<file path="config.mk">
export PLATFORM = sky130hd
export DESIGN_NAME = pxs_top
export DESIGN_NICKNAME = d
export VERILOG_FILES = /design/src/common/pxs_pkg.sv /design/src/verilog/pxs_top.sv
export SDC_FILE = /design/constraint.sdc
export NUM_CORES = 1
export LEC_CHECK = 0
export BUFFER_PORTS_ARGS = -buffer_cell sky130_fd_sc_hd__clkbuf_2
export CORE_MARGIN = 2
export CORE_UTILIZATION = 60
export CTS_CLUSTER_DIAMETER = 150
export DETAILED_ROUTE_END_ITERATION = 12
export GPL_ROUTABILITY_DRIVEN = 0
export PLACE_DENSITY = 0.81
export SLEW_MARGIN = 15
export SYNTH_ARGS = -nofsm -noshare
export SYNTH_HDL_FRONTEND = slang
export SYNTH_SLANG_ARGS = --single-unit
</file>
<file path="constraint.sdc">
create_clock -name clk_sys -period 6.4 [get_ports clk_sys]
set_input_delay 0 -clock clk_sys [delete_from_list [all_inputs] [get_ports clk_sys]]
set_output_delay 0 -clock clk_sys [all_outputs]
set_load 0.005 [all_outputs]
</file>
<file path="src/common/pxs_pkg.sv">
// Package for the proximity-sensing control and readout block.
// Assumes a 20 MHz system clock and an I2C host on the serial pins.
// Functional notes
// RL1 - Answer as I2C target 0x2A; write with R/W low, read after repeated start.
// RL2 - Colour burst returns each channel high byte first; blue then infrared last.
// RL3 - Host acknowledges each colour byte but NACKs infrared low, then stops.
// RL4 - Pointer 0x0B plus three bytes stores consecutively; first is sleep/current.
// RL5 - Second configuration byte holds measurement cycle code and pulse count code.
// RL6 - Drive code 0xC means 96 mA red emitter current during pulses.
// RL7 - Cycle code 1 is 64 ms, pulse code 1 is three pulses, threshold 0x20 is 32.
// RL8 - Rewriting 0x0B with 0x0C releases measurement reset so measuring begins.
// RL9 - Proximity interrupt flag is bit 7 of byte 0x10, read by pointer and restart.
// RL10 - Writing 0xCC to 0x0B returns the proximity unit to sleep.
// RL11 - Once released, measurements repeat every cycle until sleep is set.
// RL12 - Flag set to 1 only when every emitted pulse of a measurement was detected.
// RL13 - Pulse counts are multiples of three from 3 to 45.
// RL14 - Drive current 8 mA to 96 mA in 8 mA steps, one step per code; codes 13 to 15 are not limited and give 104 to 120 mA.
// RL15 - Control byte: bit 7 measurement reset, bit 6 sleep, bits 3..0 current code.
// RL16 - Second byte: upper nibble cycle code, lower nibble pulse count code.
package pxs_pkg;
  localparam logic [6:0] PXS_I2C_ADDR = 7'h2a;
  // Register offsets
  localparam logic [7:0] REG_RED_HI = 8'h03;
  localparam logic [7:0] REG_RED_LO = 8'h04;
  localparam logic [7:0] REG_GRN_HI = 8'h05;
  localparam logic [7:0] REG_GRN_LO = 8'h06;
  localparam logic [7:0] REG_BLU_HI = 8'h07;
  localparam logic [7:0] REG_BLU_LO = 8'h08;
  localparam logic [7:0] REG_IR_HI = 8'h09;
  localparam logic [7:0] REG_IR_LO = 8'h0a;
  localparam logic [7:0] REG_PROX_CTRL = 8'h0b;
  localparam logic [7:0] REG_PROX_TIMING = 8'h0c;
  localparam logic [7:0] REG_PROX_THRESH = 8'h0d;
  localparam logic [7:0] REG_PROX_STATUS = 8'h10;
  // Field positions
  localparam int CTRL_RESET_BIT = 7;
  localparam int CTRL_SLEEP_BIT = 6;
  localparam int STATUS_FLAG_BIT = 7;
  // Reset values: unit asleep and held in measurement reset
  localparam logic [7:0] PROX_CTRL_RST = 8'hc0;
  localparam logic [7:0] PROX_TIMING_RST = 8'h11;
  localparam logic [7:0] PROX_THRESH_RST = 8'h00;
  // Scaling of codes
  localparam int PULSES_PER_CODE = 3;
  localparam int MA_PER_CODE = 8;
  // Timing
  localparam int CLK_HZ = 20_000_000;
  localparam int CYCLE_UNIT_MS = 64;
  localparam int CYCLE_UNIT_CYC = CYCLE_UNIT_MS * (CLK_HZ / 1000);
  localparam int PULSE_HIGH_US = 10;
  localparam int PULSE_HIGH_CYC = (PULSE_HIGH_US * (CLK_HZ / 1000) + 999) / 1000;

  typedef struct packed {
    logic [15:0] red;
    logic [15:0] green;
    logic [15:0] blue;
    logic [15:0] ir;
  } pxs_color_t;

  typedef struct packed {
    logic meas_reset;
    logic sleep;
    logic [3:0] drive_code;
    logic [3:0] cycle_code;
    logic [3:0] pulse_code;
    logic [7:0] threshold;
  } pxs_cfg_t;
endpackage

</file>
<file path="src/verilog/pxs_top.sv">
// Proximity control, I2C target and colour readout in one module.
// Assumes open-drain SCL/SDA pins resolved outside, and colour data in clk_sys domain.
`timescale 1ns/1ps
module pxs_top import pxs_pkg::*; #(
  parameter int CYCLE_CYC = CYCLE_UNIT_CYC  // Clock cycles per cycle-code step
) (
  input wire logic clk_sys,               // System clock, 20 MHz
  input wire logic srst,                  // Synchronous reset, active high
  input wire logic scl_in,                // Serial clock pin level
  input wire logic sda_in,                // Serial data pin level
  output logic sda_out,                   // Serial data drive value
  output logic sda_oe,                    // Serial data drive enable
  input wire pxs_color_t color_data,      // Latest colour results
  input wire logic [7:0] echo_level,      // Reflected light level from the front end
  output logic prox_pulse,                // Red emitter pulse
  output logic [6:0] led_current_ma,      // Emitter current during pulses
  output logic prox_flag                  // Proximity interrupt flag
);
  typedef enum {ST_IDLE, ST_ADDR, ST_AACK, ST_WR, ST_WACK, ST_RD, ST_RACK} pxs_i2c_t;
  typedef enum {PX_IDLE, PX_HIGH, PX_LOW, PX_WAIT} pxs_prox_t;

  logic [1:0] scl_sync;
  logic [1:0] sda_sync;
  logic scl_d;
  logic sda_d;
  pxs_i2c_t st;
  logic [3:0] bit_cnt;
  logic [7:0] shreg;
  logic [7:0] txreg;
  logic [7:0] ptr;
  logic ptr_pending;
  logic rw;
  pxs_cfg_t cfg;
  pxs_prox_t pst;
  logic [31:0] tmr;
  logic [5:0] pulse_idx;
  logic [5:0] hits;
  logic [7:0] echo_s;
  logic [7:0] echo_q;
  logic [7:0] rd_cur;

  // Two flops on each pin before any logic looks at it
  always_ff @(posedge clk_sys) begin
    scl_sync <= {scl_sync[0], scl_in};
    sda_sync <= {sda_sync[0], sda_in};
    scl_d <= scl_sync[1];
    sda_d <= sda_sync[1];
  end

  // Bus conditions
  wire scl_rise = scl_sync[1] & ~scl_d;
  wire scl_fall = ~scl_sync[1] & scl_d;
  wire start_c = scl_sync[1] & scl_d & sda_d & ~sda_sync[1];
  wire stop_c = scl_sync[1] & scl_d & ~sda_d & sda_sync[1];
  wire byte_done = (bit_cnt == 4'h8);
  wire addr_hit = (shreg[7:1] == PXS_I2C_ADDR);  // see RL1
  wire wr_data = (st == ST_WR) & scl_fall & byte_done & ~ptr_pending;

  // Read mux: colour pairs high byte first, blue then infrared last
  function automatic logic [7:0] rd_byte(input logic [7:0] a);
    case (a)
      REG_RED_HI: rd_byte = color_data.red[15:8];
      REG_RED_LO: rd_byte = color_data.red[7:0];
      REG_GRN_HI: rd_byte = color_data.green[15:8];
      REG_GRN_LO: rd_byte = color_data.green[7:0];
      REG_BLU_HI: rd_byte = color_data.blue[15:8];  // see RL2
      REG_BLU_LO: rd_byte = color_data.blue[7:0];
      REG_IR_HI: rd_byte = color_data.ir[15:8];
      REG_IR_LO: rd_byte = color_data.ir[7:0];
      REG_PROX_CTRL: rd_byte = {cfg.meas_reset, cfg.sleep, 2'b00, cfg.drive_code};
      REG_PROX_TIMING: rd_byte = {cfg.cycle_code, cfg.pulse_code};
      REG_PROX_THRESH: rd_byte = cfg.threshold;
      REG_PROX_STATUS: rd_byte = {prox_flag, 7'h00};  // see RL9
      default: rd_byte = 8'h00;
    endcase
  endfunction

  // Byte at the pointer; a process, so colour and flag changes are seen too
  always_comb rd_cur = rd_byte(ptr);

  // Target protocol engine: sample on SCL rise, change SDA on SCL fall
  always_ff @(posedge clk_sys) begin
    if (srst) begin
      st <= ST_IDLE;
      bit_cnt <= 4'h0;
      shreg <= 8'h00;
      txreg <= 8'h00;
      ptr <= 8'h00;
      ptr_pending <= 1'b0;
      rw <= 1'b0;
      sda_oe <= 1'b0;
    end else if (start_c) begin
      // Repeated start keeps the pointer so a read follows a pointer write
      st <= ST_ADDR;
      bit_cnt <= 4'h0;
      sda_oe <= 1'b0;
    end else if (stop_c) begin
      st <= ST_IDLE;
      sda_oe <= 1'b0;
    end else if (scl_rise) begin
      if (st == ST_ADDR || st == ST_WR) begin
        shreg <= {shreg[6:0], sda_sync[1]};
        bit_cnt <= bit_cnt + 4'h1;
      end else if (st == ST_RD) begin
        bit_cnt <= bit_cnt + 4'h1;
      end else if (st == ST_RACK && sda_sync[1]) begin
        st <= ST_IDLE;  // Host NACK ends the burst; stop follows (see RL3)
      end
    end else if (scl_fall) begin
      case (st)
        ST_ADDR: begin
          if (byte_done && addr_hit) begin
            st <= ST_AACK;
            rw <= shreg[0];  // see RL1
            sda_oe <= 1'b1;
          end else if (byte_done) begin
            st <= ST_IDLE;
          end
        end
        ST_AACK: begin
          bit_cnt <= 4'h0;
          if (rw) begin
            st <= ST_RD;
            txreg <= {rd_cur[6:0], 1'b0};
            sda_oe <= ~rd_cur[7];
            ptr <= ptr + 8'h01;
          end else begin
            st <= ST_WR;
            ptr_pending <= 1'b1;
            sda_oe <= 1'b0;
          end
        end
        ST_WR: begin
          if (byte_done) begin
            st <= ST_WACK;
            sda_oe <= 1'b1;
            // First byte is the pointer, later bytes fill consecutive locations
            if (ptr_pending) begin
              ptr <= shreg;
              ptr_pending <= 1'b0;
            end else begin
              ptr <= ptr + 8'h01;  // see RL4
            end
          end
        end
        ST_WACK: begin
          st <= ST_WR;
          bit_cnt <= 4'h0;
          sda_oe <= 1'b0;
        end
        ST_RD: begin
          if (byte_done) begin
            st <= ST_RACK;
            sda_oe <= 1'b0;
          end else begin
            sda_oe <= ~txreg[7];
            txreg <= {txreg[6:0], 1'b0};
          end
        end
        ST_RACK: begin
          // Host acknowledged: stream the next location
          st <= ST_RD;
          bit_cnt <= 4'h0;
          txreg <= {rd_cur[6:0], 1'b0};
          sda_oe <= ~rd_cur[7];
          ptr <= ptr + 8'h01;
        end
        default: st <= ST_IDLE;
      endcase
    end
  end

  // Open drain: only ever pull low
  assign sda_out = 1'b0;

  // Configuration writes; only the proximity bytes are writable
  always_ff @(posedge clk_sys) begin
    if (srst) begin
      {cfg.meas_reset, cfg.sleep} <= PROX_CTRL_RST[CTRL_RESET_BIT -: 2];
      cfg.drive_code <= PROX_CTRL_RST[3:0];
      {cfg.cycle_code, cfg.pulse_code} <= PROX_TIMING_RST;
      cfg.threshold <= PROX_THRESH_RST;
    end else if (wr_data) begin
      case (ptr)
        REG_PROX_CTRL: begin
          cfg.meas_reset <= shreg[CTRL_RESET_BIT];  // see RL15, RL8, RL10
          cfg.sleep <= shreg[CTRL_SLEEP_BIT];
          cfg.drive_code <= shreg[3:0];
        end
        REG_PROX_TIMING: {cfg.cycle_code, cfg.pulse_code} <= shreg;  // see RL5, RL16
        REG_PROX_THRESH: cfg.threshold <= shreg;  // see RL7
        default: cfg.threshold <= cfg.threshold;
      endcase
    end
  end

  // Decoded codes; a zero code is taken as one step so a cycle never collapses
  wire [3:0] cyc_code = (cfg.cycle_code == 4'h0) ? 4'h1 : cfg.cycle_code;
  wire [3:0] pls_code = (cfg.pulse_code == 4'h0) ? 4'h1 : cfg.pulse_code;
  wire [5:0] n_pulses = 6'(pls_code * PULSES_PER_CODE);  // see RL13, RL7
  wire [31:0] period_cyc = 32'(cyc_code * CYCLE_CYC);  // see RL7
  wire running = ~cfg.meas_reset & ~cfg.sleep;  // see RL8, RL10
  wire echo_hit = (echo_q >= cfg.threshold);

  // Reflected level arrives from the analog side, so it is synchronised
  always_ff @(posedge clk_sys) begin
    echo_s <= echo_level;
    echo_q <= echo_s;
  end

  // Drive current code scaled to mA, 8 mA per step
  always_ff @(posedge clk_sys) begin
    if (srst) begin
      led_current_ma <= 7'h00;
    end else begin
      led_current_ma <= 7'(cfg.drive_code * MA_PER_CODE);  // see RL6, RL14
    end
  end

  // Measurement sequencer: a burst of pulses at the start of each cycle
  always_ff @(posedge clk_sys) begin
    if (srst || !running) begin
      pst <= PX_IDLE;
      tmr <= 32'h0;
      pulse_idx <= 6'h00;
      hits <= 6'h00;
      prox_pulse <= 1'b0;
      if (srst) begin
        prox_flag <= 1'b0;
      end
    end else begin
      tmr <= tmr + 32'h1;
      case (pst)
        PX_IDLE: begin
          pst <= PX_HIGH;  // see RL11
          tmr <= 32'h0;
          pulse_idx <= 6'h00;
          hits <= 6'h00;
          prox_pulse <= 1'b1;
        end
        PX_HIGH: begin
          if (tmr[15:0] >= 16'(PULSE_HIGH_CYC - 1)) begin
            pst <= PX_LOW;
            prox_pulse <= 1'b0;
            hits <= hits + {5'h00, echo_hit};
            pulse_idx <= pulse_idx + 6'h01;
          end
        end
        PX_LOW: begin
          if (tmr[15:0] >= 16'(2 * PULSE_HIGH_CYC - 1)) begin
            if (pulse_idx == n_pulses) begin
              pst <= PX_WAIT;
              tmr <= 32'h0;  // Wait counts from the end of the burst
              prox_flag <= (hits == n_pulses);  // see RL12
            end else begin
              pst <= PX_HIGH;
              prox_pulse <= 1'b1;
              tmr <= 32'h0;
            end
          end
        end
        PX_WAIT: begin
          // Idle for the whole cycle-code period before the next burst
          if (tmr >= period_cyc - 32'h1) begin
            pst <= PX_IDLE;  // see RL11
          end
        end
        default: pst <= PX_IDLE;
      endcase
    end
  end
endmodule

</file>
==> results_dict.tcl <==
set metrics [dict create \
    run_status "finished, final reports clean" \
    postSynth.asyncResetShare_pct 0 \
    setup_violations 0 \
    drive_above_1_share_pct 13.1 \
    clock_latency_ns 0.42 \
    grt_overflow 0 \
    htree_levels 4 \
    min_period_over_period_pct 92.0 \
    drtIter0Drc 609 \
    num_rows 41 \
    dpl_cell_area_um2 8300 \
    total_power_mw 1.86 \
    synth_simple_gate_area_share_pct 21.8 \
    avgSynthCellArea_um2 8.42 \
    grt_start_max_net_pins 50 \
    grt_pass1_wl_um 32300 \
    synth-main-ff-cell "dfxtp_1" \
    post_drt_wl_per_cell_um 16.7 \
    antenna_found_initial 0 \
    required_ns 6.70 \
    p_per_area_nw_per_um2 206 \
    die_y_um 118 \
    die_w_um 118 \
    layout.nets 1144 \
    period_needed_ns 5.89 \
    hold_violations 0 \
    numCtsBuffers 17 \
    path_common_cell "ha_1" \
    yosysWarnings 0 \
    tns_ns 0 \
    clock-skew-final_ns 0.00584 \
    hpwl_um 14100 \
    timing.fmax_ghz 0.170 \
    vias 7152 \
    synth_compound_area_share_pct 16.7 \
    clkTransAtPathRegs_ns 0.06 \
    port_buffers 82 \
    synth.yosys.seq_area_share_pct 33.0 \
    drc 0 \
    worstHoldStart "color_data[51]" \
    critical_path_class "reg2reg" \
    cp-end-kind "flip-flop" \
    post_drt_via_cell_ratio 6.02 \
    multi_input_comb_area_um2 4910 \
    path_buf_inv 2 \
    netlist_instances 932 \
    crit_chain "inv_1, ha_1, nand2_1, o21ai_1, ha_1, ha_1, ha_1, fa_1, a21o_1, a21oi_2, xnor2_1, nor4_2, o211ai_1, or4_4, ha_1, and4_1, and4_1, o311ai_1, o211a_2, o31ai_4, buf_4, nor2_1" \
    ys_types 80 \
    synth.top_cell.area_share_pct 32.7 \
    clock_sinks 129 \
    drt_pass1_iterations 6 \
    ir_drop_mv 0.175 \
    slew_headroom_pct 36.4 \
    hold_path_end "txreg[4]" \
    hold_ws_ns 0.0244 \
    register_area_um2 2590 \
    final_common_cell "dfxtp_1" \
    synth_area_um2 7850 \
    r2r_slack_ns 0.51 \
    ant_nets 0 \
    crit_fanout 28 \
    drv_slew 0 \
    cp_slowest_cell "or4_4" \
    synth_xor_area_share_pct 7.54 \
    rsz0062_at_grt "no" \
    place_ws_ns 0.452 \
    synth_edf_count 1 \
    max_stage_delay_ns 0.60 \
    p_leak_nw 3.45 \
    synth_top_family_by_area "simple AND/OR/NAND/NOR gates" \
    timing.rr.start "cfg[14]" \
    area_growth_pct 14.6 \
    synthMuxAreaShare_pct 5.84 \
    critPathTopFamily "adder cells" \
    antenna_cells 0 \
    netlist_top_cells_area "dfxtp_1 33%, ha_1 9.9%, nor2_1 5.8%, mux2i_1 5.0%, xor2_1 3.9%" \
    wirelength_um 19800 \
    cts_tree "done" \
    yosys_register_bits 129 \
    fillers 1024 \
    num_io_pins 87 \
    r2r_cells 22 \
    clockBufferDepth 2 \
    post-synth-top-area-cell "dfxtp_1" \
    startpoint_type "flip-flop" \
    hold_path_depth 5 \
    final_cell_mix "128 x dfxtp_1, 122 x nor2_1, 82 x clkbuf_2" \
    initial_core_util_pct 61.9 \
    cp.arrival_ns 6.18 \
    track_usage_pct 28.5 \
    worstMarginPinSlew_ns 0.953 \
    cts-root-buf "clkbuf_16" \
    dieArea_um2 14000 \
    core-area_um2 12700 \
    fin_area_um2 8990 \
    cap_violations 0 \
    hp-class "in2reg" \
    r2r_end "tmr[21]" \
    synthAdderAreaFrac_pct 10.4 \
    fin_ws_ns 0.514 \
    grt_pass1_vias 6721 \
]
## repair_timing
| action | 4_1_cts | 5_1_grt |
|---|---|---|
| gates resized for setup | 0 | 2 |
| endpoints found under the setup margin | 0 | 28 |
| hold buffers | 10 | 0 |
| buffers inserted | 0 | 0 |
| hold endpoints to repair | 10 | 0 |
## cell usage after synthesis (8+ instances only)
cell,instances
a211oi_1,10
a21o_1,8
a21oi_1,50
a22oi_1,10
a31oi_1,10
and3_1,11
and4_1,8
buf_2,16
clkbuf_1,22
dfxtp_1,128
ha_1,62
inv_1,38
mux2i_1,39
nand2_1,72
nand3_1,34
nand4_1,15
nor2_1,122
nor2b_1,16
nor3_1,21
o21a_1,8
o21ai_0,30
o21ai_1,8
xnor2_1,30
xor2_1,35
## sequential cells by signal, summed over array words and instances, names as in the netlist, 2 cells and up
name and count:
txreg 7, cfg 22, pst 2, pulse_idx 6, hits 6, ptr 8
sda_sync 2, tmr 32, scl_sync 2, bit_cnt 4, echo_s 8, st 3
shreg 8, led_current_ma 4, echo_q 8
## worst max-delay path by stage
stage / from / to / slack [ns] / cells past startpoint
6_report: cfg[14] / tmr[21] / 0.51 / 22
5_1_grt: cfg[14] / tmr[24] / 0.09 / 22
4_1_cts: cfg[14] / tmr[24] / 0.40 / 22
3_5_place_dp: cfg[14] / tmr[27] / 0.45 / 22
3_3_place_gp: cfg[14] / tmr[27] / 0.68 / 22
2_1_floorplan: cfg[15] / tmr[22] / 0.98 / 23
## cell families (layout without fill, tap and decap cells)
logic type	after synthesis	after routing
flip-flops	129	129
AO/OA/AOI/OAI	196	196
AND/OR/NAND/NOR	348	348
multiplexers	44	44
adder cells (fa/ha/maj)	64	64
buffers and inverters	84	166
other	1	4
XOR/XNOR	66	66
## report_power, final
part | internal [mW] | switching, mW | leakage, nW
clock | 0.610 | 0.368 | 0.290
sequential | 0.812 | 0.00474 | 1.05
combinational | 0.0320 | 0.0287 | 2.11
total | 1.45 | 0.402 | 3.45
## metrics by stage
stage / std cells / util [%]
6_report: 1189 / 71.0
5_1_grt: 1189 / 71.0
4_1_cts: 1189 / 70.9
2_1_floorplan: 935 / -
3_3_place_gp: 1147 / 65.5
3_5_place_dp: 1147 / 65.5
## cell type report
cell class | instances | area share, %
Multi-Input combinational cell | 722 | 54.6
Sequential cell | 129 | 28.8
Timing Repair Buffer | 95 | 5.93
Clock buffer | 18 | 4.77
Tap cell | 172 | 2.39
Clock inverter | 14 | 1.84
Inverter | 39 | 1.63
## worst min-delay path, cell delays in order
cell	delay [ns]
clkbuf_2	0.08
a32oi_1	0.07
o31ai_1	0.07
a211oi_1	0.07
o21ai_1	0.12
## per-layer routing
metal  vias up  global-route usage, %  routed length [µm]
met5         -                      0                   0
met4         0                   11.3                 536
met3        51                   6.47                1340
met2       307                   47.5                9350
met1      3326                   35.5                8610
li1       3468                      -                   -
No activity file was read; power rests on OpenSTA's default activity.
